File: src/include/cafc_pkg.sv
// ----------------------------------------------------------------------
// current front end configuration constants
// ----------------------------------------------------------------------
package cafc_pkg;

  // ----------------------------------------------------------------------
  // register indices on the register port
  // ----------------------------------------------------------------------
  localparam logic [6:0] ADDR_INCR_A = 7'h05; // modulator clock incr a
  localparam logic [6:0] ADDR_INCR_B = 7'h06; // modulator clock incr b
  localparam logic [6:0] ADDR_DEC = 7'h07;    // decimation rates
  localparam logic [6:0] ADDR_CAL1 = 7'h08;   // current1 calibration
  localparam logic [6:0] ADDR_CAL0 = 7'h09;   // current0 calibration
  localparam logic [6:0] ADDR_SEL = 7'h0A;    // current source select
  localparam logic [6:0] ADDR_EXT = 7'h0B;    // external current values

  // ----------------------------------------------------------------------
  // field layout
  // ----------------------------------------------------------------------
  localparam int HALF_W = 16;      // width of offset, gain, rate fields
  localparam int SEL_W = 8;        // width of a raw source select
  localparam int PH_W = 2;         // width of a phase select
  localparam int UX_LSB = 24;      // phase u select position
  localparam int V_LSB = 26;       // phase v select position
  localparam int WY_LSB = 28;      // phase w select position
  localparam int NCO_W = 31;       // accumulator width, wraps at 2^31
  localparam int GAIN_SHIFT = 8;   // gain is signed q8: 0x0100 is unity

  // ----------------------------------------------------------------------
  // reset values
  // ----------------------------------------------------------------------
  localparam logic [31:0] INCR_RESET = 32'h2000_0000; // quarter of clk
  localparam logic [31:0] DEC_RESET = 32'h0000_0000;  // pwm synchronous
  localparam logic [31:0] CAL_RESET = 32'h0100_0000;  // unity, no offset
  localparam logic [31:0] SEL_RESET = 32'h2400_0100;  // ux=0 v=1 wy=2
  localparam logic [31:0] EXT_RESET = 32'h0000_0000;  // no ext values

  // ----------------------------------------------------------------------
  // source and phase codes
  // ----------------------------------------------------------------------
  localparam logic [7:0] SRC_DS0 = 8'h00;  // delta-sigma channel 0
  localparam logic [7:0] SRC_DS1 = 8'h01;  // delta-sigma channel 1
  localparam logic [7:0] SRC_EXT0 = 8'h02; // external value 0
  localparam logic [7:0] SRC_EXT1 = 8'h03; // external value 1
  localparam logic [1:0] PH_I0 = 2'h0;     // calibrated current 0
  localparam logic [1:0] PH_I1 = 2'h1;     // calibrated current 1
  localparam logic [1:0] PH_I2 = 2'h2;     // current sum

  // ----------------------------------------------------------------------
  // saturation limits
  // ----------------------------------------------------------------------
  localparam logic signed [15:0] CUR_MAX = 16'sh7FFF;
  localparam logic signed [15:0] CUR_MIN = 16'sh8000;

endpackage

File: src/include/cafc_cal_if.sv
`timescale 1ns/100ps
// ----------------------------------------------------------------------
// carrier between the selector and one calibration stage
// ----------------------------------------------------------------------
interface cafc_cal_if;
  logic [15:0] raw;           // selected raw current
  logic [15:0] offset;        // unsigned offset
  logic signed [15:0] gain;   // signed q8 scale
  logic signed [15:0] result; // calibrated, saturated current
  modport calc (input raw, input offset, input gain, output result);
  modport user (output raw, output offset, output gain, input result);
endinterface

File: src/verilog/cafc_calib.sv
`timescale 1ns/100ps
// ----------------------------------------------------------------------
// offset and gain correction for one current channel
// ----------------------------------------------------------------------
module cafc_calib (
  input wire logic clk,
  input wire logic reset,
  cafc_cal_if.calc bus
);
  logic signed [16:0] diff;          // raw minus offset
  logic signed [32:0] prod;          // diff times gain
  logic signed [32:0] scaled;        // back to current units
  logic signed [15:0] next_result;   // saturated value

  // subtract, scale, clamp; the 33-bit product cannot overflow
  always_comb begin
    diff = $signed({1'b0, bus.raw}) - $signed({1'b0, bus.offset}); // RQ12
    prod = diff * bus.gain;
    scaled = prod >>> cafc_pkg::GAIN_SHIFT;
    if (scaled > cafc_pkg::CUR_MAX) begin
      next_result = cafc_pkg::CUR_MAX; // RQ12
    end else if (scaled < cafc_pkg::CUR_MIN) begin
      next_result = cafc_pkg::CUR_MIN; // RQ12
    end else begin
      next_result = scaled[15:0];
    end
  end

  // one register stage so the multiplier has a full cycle
  always_ff @(posedge clk) begin
    if (reset) begin
      bus.result <= 16'sh0000;
    end else begin
      bus.result <= next_result;
    end
  end
endmodule

File: src/verilog/cafc_top.sv
`timescale 1ns/100ps
// Summary of operation
// RQ1 - modulator clock is incr times clk over 2^31
// RQ2 - software leaves increments alone with internal modulators
// RQ3 - zero rate means pwm synchronous, else field value
// RQ4 - rates drive sinc3 decimation; software matches pwm
// RQ5 - current1 corrected by unsigned offset, signed gain
// RQ6 - current0 corrected by unsigned offset, signed gain
// RQ7 - raw current0 source: ds0, ds1, ext0, ext1
// RQ8 - loop currents take a converted value or sum
// RQ9 - raw current1 source at bits 15:8, same codes
// RQ10 - phase selects map ux, v, wy to currents
// RQ11 - software writes external values into low/high halves
// RQ12 - calibrated current is (raw-offset)*gain, saturated
module cafc_top (
  input wire logic MCLK,
  input wire logic RESET,
  input wire logic [6:0] REG_ADDR,
  input wire logic REG_WR,
  input wire logic [31:0] REG_WDATA,
  output logic [31:0] REG_RDATA,
  input wire logic PWM_SYNC,
  input wire logic [15:0] DELTASIGMA_CHANNEL0_VALUE,
  input wire logic [15:0] DELTASIGMA_CHANNEL1_VALUE,
  output logic MOD_CLK_A,
  output logic MOD_CLK_B,
  output logic [15:0] DECIMATION_RATE_A,
  output logic [15:0] DECIMATION_RATE_B,
  output logic DEC_STROBE_A,
  output logic DEC_STROBE_B,
  output logic [15:0] RAW_CURRENT_ZERO,
  output logic [15:0] RAW_CURRENT_ONE,
  output logic signed [15:0] PHASE_U_CURRENT,
  output logic signed [15:0] PHASE_V_CURRENT,
  output logic signed [15:0] PHASE_W_CURRENT
);

  // ----------------------------------------------------------------------
  // registers and internal state
  // ----------------------------------------------------------------------
  logic [31:0] incr [2];           // modulator clock increments a, b
  logic [31:0] decimation_rates;   // rate b high, rate a low
  logic [31:0] calib [2];          // index 0 current0, 1 current1
  logic [31:0] current_source_select; // raw and phase selects
  logic [31:0] external_value;     // ext current 1 high, 0 low
  logic [cafc_pkg::NCO_W-1:0] acc [2]; // phase accumulators
  logic msb_prev [2];              // last modulator clock level
  logic [15:0] dec_cnt [2];        // modulator edges since strobe
  logic dec_strobe [2];            // decimation strobe per channel
  logic [15:0] raw [2];            // selected raw currents
  logic signed [15:0] cur [2];     // calibrated currents
  logic signed [15:0] current_sum; // negated sum of both currents
  logic [31:0] next_rdata;         // read mux

  // ----------------------------------------------------------------------
  // helpers
  // ----------------------------------------------------------------------
  // raw source decode, shared by both raw currents
  function automatic logic [15:0] pick_source(
    input logic [7:0] code,
    input logic [15:0] ds0,
    input logic [15:0] ds1,
    input logic [15:0] ext0,
    input logic [15:0] ext1
  );
    logic [15:0] v;
    v = ds0; // undefined codes fall back to channel 0
    case (code)
      cafc_pkg::SRC_DS1: v = ds1;
      cafc_pkg::SRC_EXT0: v = ext0;
      cafc_pkg::SRC_EXT1: v = ext1;
      default: v = ds0;
    endcase
    return v;
  endfunction

  // phase decode, shared by the three phases; code 3 reads current 0
  function automatic logic signed [15:0] pick_phase(
    input logic [1:0] code,
    input logic signed [15:0] i0,
    input logic signed [15:0] i1,
    input logic signed [15:0] i2
  );
    logic signed [15:0] v;
    v = i0;
    case (code)
      cafc_pkg::PH_I1: v = i1;
      cafc_pkg::PH_I2: v = i2;
      default: v = i0;
    endcase
    return v;
  endfunction

  // ----------------------------------------------------------------------
  // register writes
  // ----------------------------------------------------------------------
  // writes to unmapped indices are dropped silently
  always_ff @(posedge MCLK) begin
    if (RESET) begin
      incr[0] <= cafc_pkg::INCR_RESET;
      incr[1] <= cafc_pkg::INCR_RESET;
      decimation_rates <= cafc_pkg::DEC_RESET;
      calib[0] <= cafc_pkg::CAL_RESET;
      calib[1] <= cafc_pkg::CAL_RESET;
      current_source_select <= cafc_pkg::SEL_RESET;
      external_value <= cafc_pkg::EXT_RESET;
    end else if (REG_WR) begin
      case (REG_ADDR)
        cafc_pkg::ADDR_INCR_A: incr[0] <= REG_WDATA; // RQ1
        cafc_pkg::ADDR_INCR_B: incr[1] <= REG_WDATA; // RQ1
        cafc_pkg::ADDR_DEC: decimation_rates <= REG_WDATA; // RQ3
        cafc_pkg::ADDR_CAL1: calib[1] <= REG_WDATA; // RQ5
        cafc_pkg::ADDR_CAL0: calib[0] <= REG_WDATA; // RQ6
        cafc_pkg::ADDR_SEL: current_source_select <= REG_WDATA; // RQ7
        cafc_pkg::ADDR_EXT: external_value <= REG_WDATA;
        default: begin
        end
      endcase
    end
  end

  // ----------------------------------------------------------------------
  // register reads
  // ----------------------------------------------------------------------
  // read data follows the address one cycle later; unmapped reads zero
  always_comb begin
    case (REG_ADDR)
      cafc_pkg::ADDR_INCR_A: next_rdata = incr[0];
      cafc_pkg::ADDR_INCR_B: next_rdata = incr[1];
      cafc_pkg::ADDR_DEC: next_rdata = decimation_rates;
      cafc_pkg::ADDR_CAL1: next_rdata = calib[1];
      cafc_pkg::ADDR_CAL0: next_rdata = calib[0];
      cafc_pkg::ADDR_SEL: next_rdata = current_source_select;
      cafc_pkg::ADDR_EXT: next_rdata = external_value;
      default: next_rdata = 32'h0000_0000;
    endcase
  end

  // registered read port
  always_ff @(posedge MCLK) begin
    if (RESET) begin
      REG_RDATA <= 32'h0000_0000;
    end else begin
      REG_RDATA <= next_rdata;
    end
  end

  // ----------------------------------------------------------------------
  // per-channel clocking, decimation, selection and calibration
  // ----------------------------------------------------------------------
  for (genvar g = 0; g < 2; g++) begin : gen_chan
    logic [15:0] rate;             // this channel's decimation rate
    logic mod_rise;                // modulator clock rising this cycle
    cafc_cal_if cal_bus ();        // link to the calibration stage

    assign rate = decimation_rates[g*cafc_pkg::HALF_W +: cafc_pkg::HALF_W];
    assign mod_rise = acc[g][cafc_pkg::NCO_W-1] & ~msb_prev[g];

    // accumulator wraps at 2^31, so its msb runs at incr*f/2^31;
    // increments of 2^31 and above alias, which software must avoid
    always_ff @(posedge MCLK) begin
      if (RESET) begin
        acc[g] <= '0;
        msb_prev[g] <= 1'b0;
      end else begin
        acc[g] <= acc[g] + incr[g][cafc_pkg::NCO_W-1:0]; // RQ1
        msb_prev[g] <= acc[g][cafc_pkg::NCO_W-1];
      end
    end

    // zero rate follows pwm, else one strobe per rate modulator edges
    always_ff @(posedge MCLK) begin
      if (RESET) begin
        dec_cnt[g] <= 16'h0000;
        dec_strobe[g] <= 1'b0;
      end else if (rate == 16'h0000) begin
        dec_cnt[g] <= 16'h0000;
        dec_strobe[g] <= PWM_SYNC; // RQ3
      end else if (mod_rise) begin
        if (dec_cnt[g] >= rate - 16'h0001) begin
          dec_cnt[g] <= 16'h0000;
          dec_strobe[g] <= 1'b1; // RQ4
        end else begin
          dec_cnt[g] <= dec_cnt[g] + 16'h0001;
          dec_strobe[g] <= 1'b0;
        end
      end else begin
        dec_strobe[g] <= 1'b0;
      end
    end

    // raw source mux, registered before calibration
    always_ff @(posedge MCLK) begin
      if (RESET) begin
        raw[g] <= 16'h0000;
      end else begin
        raw[g] <= pick_source( // RQ7 RQ9
          current_source_select[g*cafc_pkg::SEL_W +: cafc_pkg::SEL_W],
          DELTASIGMA_CHANNEL0_VALUE, DELTASIGMA_CHANNEL1_VALUE,
          external_value[cafc_pkg::HALF_W-1:0],
          external_value[2*cafc_pkg::HALF_W-1:cafc_pkg::HALF_W]);
      end
    end

    // offset in the low half, signed gain in the high half
    assign cal_bus.raw = raw[g];
    assign cal_bus.offset = calib[g][cafc_pkg::HALF_W-1:0]; // RQ5 RQ6
    assign cal_bus.gain = calib[g][2*cafc_pkg::HALF_W-1:cafc_pkg::HALF_W];
    assign cur[g] = cal_bus.result;

    cafc_calib cafc_calib_i (
      .clk(MCLK),
      .reset(RESET),
      .bus(cal_bus.calc)
    );
  end

  // ----------------------------------------------------------------------
  // current sum and phase assignment
  // ----------------------------------------------------------------------
  // the third current is the negated sum, clamped like the others;
  // 18 bits so negating the most negative sum cannot wrap
  always_comb begin
    logic signed [17:0] s;
    s = 18'(cur[0]) + 18'(cur[1]);
    s = -s; // RQ8
    if (s > cafc_pkg::CUR_MAX) begin
      current_sum = cafc_pkg::CUR_MAX;
    end else if (s < cafc_pkg::CUR_MIN) begin
      current_sum = cafc_pkg::CUR_MIN;
    end else begin
      current_sum = s[15:0];
    end
  end

  // phase outputs pick a converted current or the sum
  always_ff @(posedge MCLK) begin
    if (RESET) begin
      PHASE_U_CURRENT <= 16'sh0000;
      PHASE_V_CURRENT <= 16'sh0000;
      PHASE_W_CURRENT <= 16'sh0000;
    end else begin
      PHASE_U_CURRENT <= pick_phase( // RQ10
        current_source_select[cafc_pkg::UX_LSB +: cafc_pkg::PH_W],
        cur[0], cur[1], current_sum);
      PHASE_V_CURRENT <= pick_phase( // RQ10
        current_source_select[cafc_pkg::V_LSB +: cafc_pkg::PH_W],
        cur[0], cur[1], current_sum);
      PHASE_W_CURRENT <= pick_phase( // RQ10
        current_source_select[cafc_pkg::WY_LSB +: cafc_pkg::PH_W],
        cur[0], cur[1], current_sum);
    end
  end

  // ----------------------------------------------------------------------
  // outputs straight from flip-flops
  // ----------------------------------------------------------------------
  assign MOD_CLK_A = acc[0][cafc_pkg::NCO_W-1];
  assign MOD_CLK_B = acc[1][cafc_pkg::NCO_W-1];
  assign DECIMATION_RATE_A = decimation_rates[cafc_pkg::HALF_W-1:0];
  assign DECIMATION_RATE_B =
    decimation_rates[2*cafc_pkg::HALF_W-1:cafc_pkg::HALF_W];
  assign DEC_STROBE_A = dec_strobe[0];
  assign DEC_STROBE_B = dec_strobe[1];
  assign RAW_CURRENT_ZERO = raw[0];
  assign RAW_CURRENT_ONE = raw[1];
endmodule
File: config.mk
export PLATFORM = sky130hd
export DESIGN_NAME = cafc_top
export DESIGN_NICKNAME = d
export VERILOG_FILES = /design/src/include/cafc_pkg.sv /design/src/include/cafc_cal_if.sv /design/src/verilog/cafc_calib.sv /design/src/verilog/cafc_top.sv
export SDC_FILE = /design/constraint.sdc
export NUM_CORES = 2
export LEC_CHECK = 0
export BUFFER_PORTS_ARGS = -buffer_cell sky130_fd_sc_hd__buf_4
export CAP_MARGIN = 20
export CORE_MARGIN = 2
export CORE_UTILIZATION = 25
export DETAILED_ROUTE_END_ITERATION = 12
export PLACE_DENSITY = 0.51
export SYNTH_ARGS = -nofsm -noshare
export SYNTH_HDL_FRONTEND = slang
export SYNTH_SLANG_ARGS = --single-unit
File: constraint.sdc
create_clock -name MCLK -period 15.35 [get_ports MCLK]
set_clock_uncertainty 0.1 [all_clocks]
set_input_delay 0.7675 -clock MCLK [delete_from_list [all_inputs] [get_ports MCLK]]
set_output_delay 0.7675 -clock MCLK [all_outputs]
set_load 0.005 [all_outputs]
==> metrics.md <==
| Metric | Value |
|---|---|
| DR iter-0 viols | `2783` |
| Tcrit/Tclk final | `68.07%` |
| Hold WC Path Type | `input pin to flop` |
| CP Data Required Time | `15.75 ns` |
| I/O pin count | `223` |
| TNS Setup | `0 ns` |
| Die area | `0.1809 mm²` |
| Antenna Nets Post-Route | `0` |
| Core Box Area | `0.1763 mm²` |
| Via count | `34782` |
| Yosys top cell area share | `25.03%` |
| Number of synthesized flops with an enable pin | `162` |
| Hold_ws | `0.2557 ns` |
| FF+latch area | `0.01095 mm²` |
| Mapped cell area | `0.04439 mm²` |
| Post-synthesis register bit count | `466` |
| Number of port buffers | `222` |
| Clk sinks | `466` |
| Die width | `425.4 µm` |
| Crit end category | `flop` |
| Clock latency at the later pin of the worst-skew pair | `0.70 ns` |
| HPWL Detailed | `126.6 mm` |
| Layout area overhead | `14.51%` |
| Critical path class | `flop to flop` |
| Fin crit period | `10.45 ns` |
| DR WL/cell | `21.78 µm` |
| First-pass DRT Iterations | `6` |
| Maximum clock rate | `0.09570 GHz` |
| Largest net degree at the start of global routing | `63` |
| Hold-fix buffers, CTS | `0` |
| H-Tree Depth | `2` |
| RSZ-0062 raised after global routing | `false` |
| CTS tree | `built` |
| Syn Inst Count | `4837` |
| Fillers | `18599` |
| Post-CTS Setup Bufs | `0` |
| Antenna violations before repair | `19` |
| Slew HR | `26.56%` |
| Status | `completed` |
| Most common cell in the netlist | `inv_1` |
| Crit-path max FO | `16` |
| Root buf cell | `clkbuf_16` |
| Slew @ Worst Pin | `1.096 ns` |
| Overflow left after global routing | `0` |
| CTS Buf Count | `58` |
| Async SR Flop Fraction | `0%` |
| Global router's overall resource usage | `17.63%` |
| Critical Path AT | `10.85 ns` |
| Final wirelength | `160.8 mm` |
| Cell taking the most area after synthesis | `fa_1` |
| Initial Utilization | `25.18%` |
| Most used cell along the critical path | `fa_1` |
| Share of layout cells above drive strength 1 | `9.203%` |
| Post-placement cell area | `0.04884 mm²` |
| Cell area after layout | `0.05083 mm²` |
| First-pass GRT wire length | `239.5 mm` |
| Max cap viols | `0` |
| Vias per inst | `4.709` |
| Slowest stage delay, CP | `0.83 ns` |
| Vias in the first global route | `35959` |
| Die height | `425.4 µm` |
| Register area share after synthesis | `24.67%` |
| GPL Wtd Cong | `0.9512` |
| Clock Pin Slew Worst Setup and Hold Paths | `0.07 ns` |
| Ranking of synthesized cells by area | `fa_1 (25%), dfxtp_1 (14%), edfxtp_1 (11%)` |
| Count of final hold-check violations | `0` |
| Synth cell count leaders | `inv_1 (789), fa_1 (555), nand2_1 (530)` |
| Largest regs | `calib (64), incr (64), acc (62)` |
| Worst setup slack after layout | `4.901 ns` |
| Prevailing post-synth register cell | `dfxtp_1` |
| Fin. max-slew vios | `0` |
| Syn. warnings | `0` |
| Distinct cells, synth | `92` |
| Post-CTS resize count | `0` |
| CP max stage cell | `xnor2_2` |
| Avg Inst Size Synth | `9.177 µm²` |
| Final #Nets | `5939` |
| Multi-input gate area | `0.02978 mm²` |
| Pre-CTS setup slack | `4.906 ns` |
| Final setup viols | `0` |
| Crit path launch type | `flop` |
| # DRC | `0` |
| Bufs on Longest Clock Path | `3` |
| Row count | `154` |
[logic make-up (layout without fill, tap and decap cells)]
family	after synthesis	after routing	share of synthesized area (%)
AOI/OAI and AO/OA	806	806	12.29
xor gates and xnor gates	192	192	3.805
adders and majority gates	883	883	34.28
buffers and inverters	1004	1197	8.541
DFF	466	466	24.67
muxes	39	39	0.9020
other	1	17	0.008448
and+or+nand+nor	1446	1446	15.51
[metal layers]
layer  global-route usage, %  vias up  routed length, µm
li1                        -    16046                  -
met1                   21.56    17335              65460
met2                   29.93     1114              77520
met3                   2.129      283               7849
met4                   9.982        4               9987
met5                       0        -                 23
[placed cells by master, fill, tap and decap left out, types with 115 or more instances in the layout]
| cell | instances |
|---|---|
| inv_1 | 788 |
| fa_1 | 555 |
| buf_4 | 295 |
| ha_1 | 328 |
| xnor2_1 | 115 |
| dfxtp_1 | 303 |
| edfxtp_1 | 162 |
| nor2_1 | 298 |
| and2_1 | 278 |
| a21oi_1 | 241 |
| nand2_1 | 529 |
[through the flow]
| stage | util (%) | instances |
|---|---|---|
| floorplan | - | 4838 |
| global placement | 27.70 | 7257 |
| detailed placement | 27.70 | 7258 |
| CTS | 28.79 | 7368 |
| global route | 28.82 | 7382 |
| finish | 28.83 | 7386 |
[path summary, 6_finish.rpt]
path | slack, ns | end | start | cells past startpoint
worst min-delay path | 0.26 | external_value[7]$_SDFFE_PP0P_ | REG_WDATA[7] | 3
worst max register to register | 4.90 | gen_chan[0].cafc_calib_i.bus.result[1]$_SDFF_PP0_ | calib[0][0]$_DFFE_PP_ | 33
worst min register to register | 0.35 | current_source_select[18]$_SDFFE_PP0P_ | current_source_select[18]$_SDFFE_PP0P_ | 2
worst max-delay path | 4.90 | gen_chan[0].cafc_calib_i.bus.result[1]$_SDFF_PP0_ | calib[0][0]$_DFFE_PP_ | 33
[worst max-delay path, delay by kind of cell, from the launching register on]
| kind | cells | cell delay (ns) |
|---|---|---|
| AOI/OAI and AO/OA | 16 | 4.10 |
| and+or+nand+nor | 3 | 0.45 |
| DFF | 1 | 0.42 |
| xor gates and xnor gates | 2 | 1.03 |
| buffers and inverters | 3 | 0.14 |
| adders and majority gates | 9 | 3.96 |
[final cells by class]
class                           count  area share (%)
Sequential cell                   466           21.55
Timing Repair Buffer              298           4.431
Multi-Input combinational cell   3368           58.59
Inverter                          789           5.827
Clock inverter                     33          0.5391
Tap cell                         2340           5.760
Antenna cell                       15         0.07385
Clock buffer                       77           3.237
Power is not shown: default switching activity piles up to over one toggle a cycle in this logic, so the estimate is an artifact.
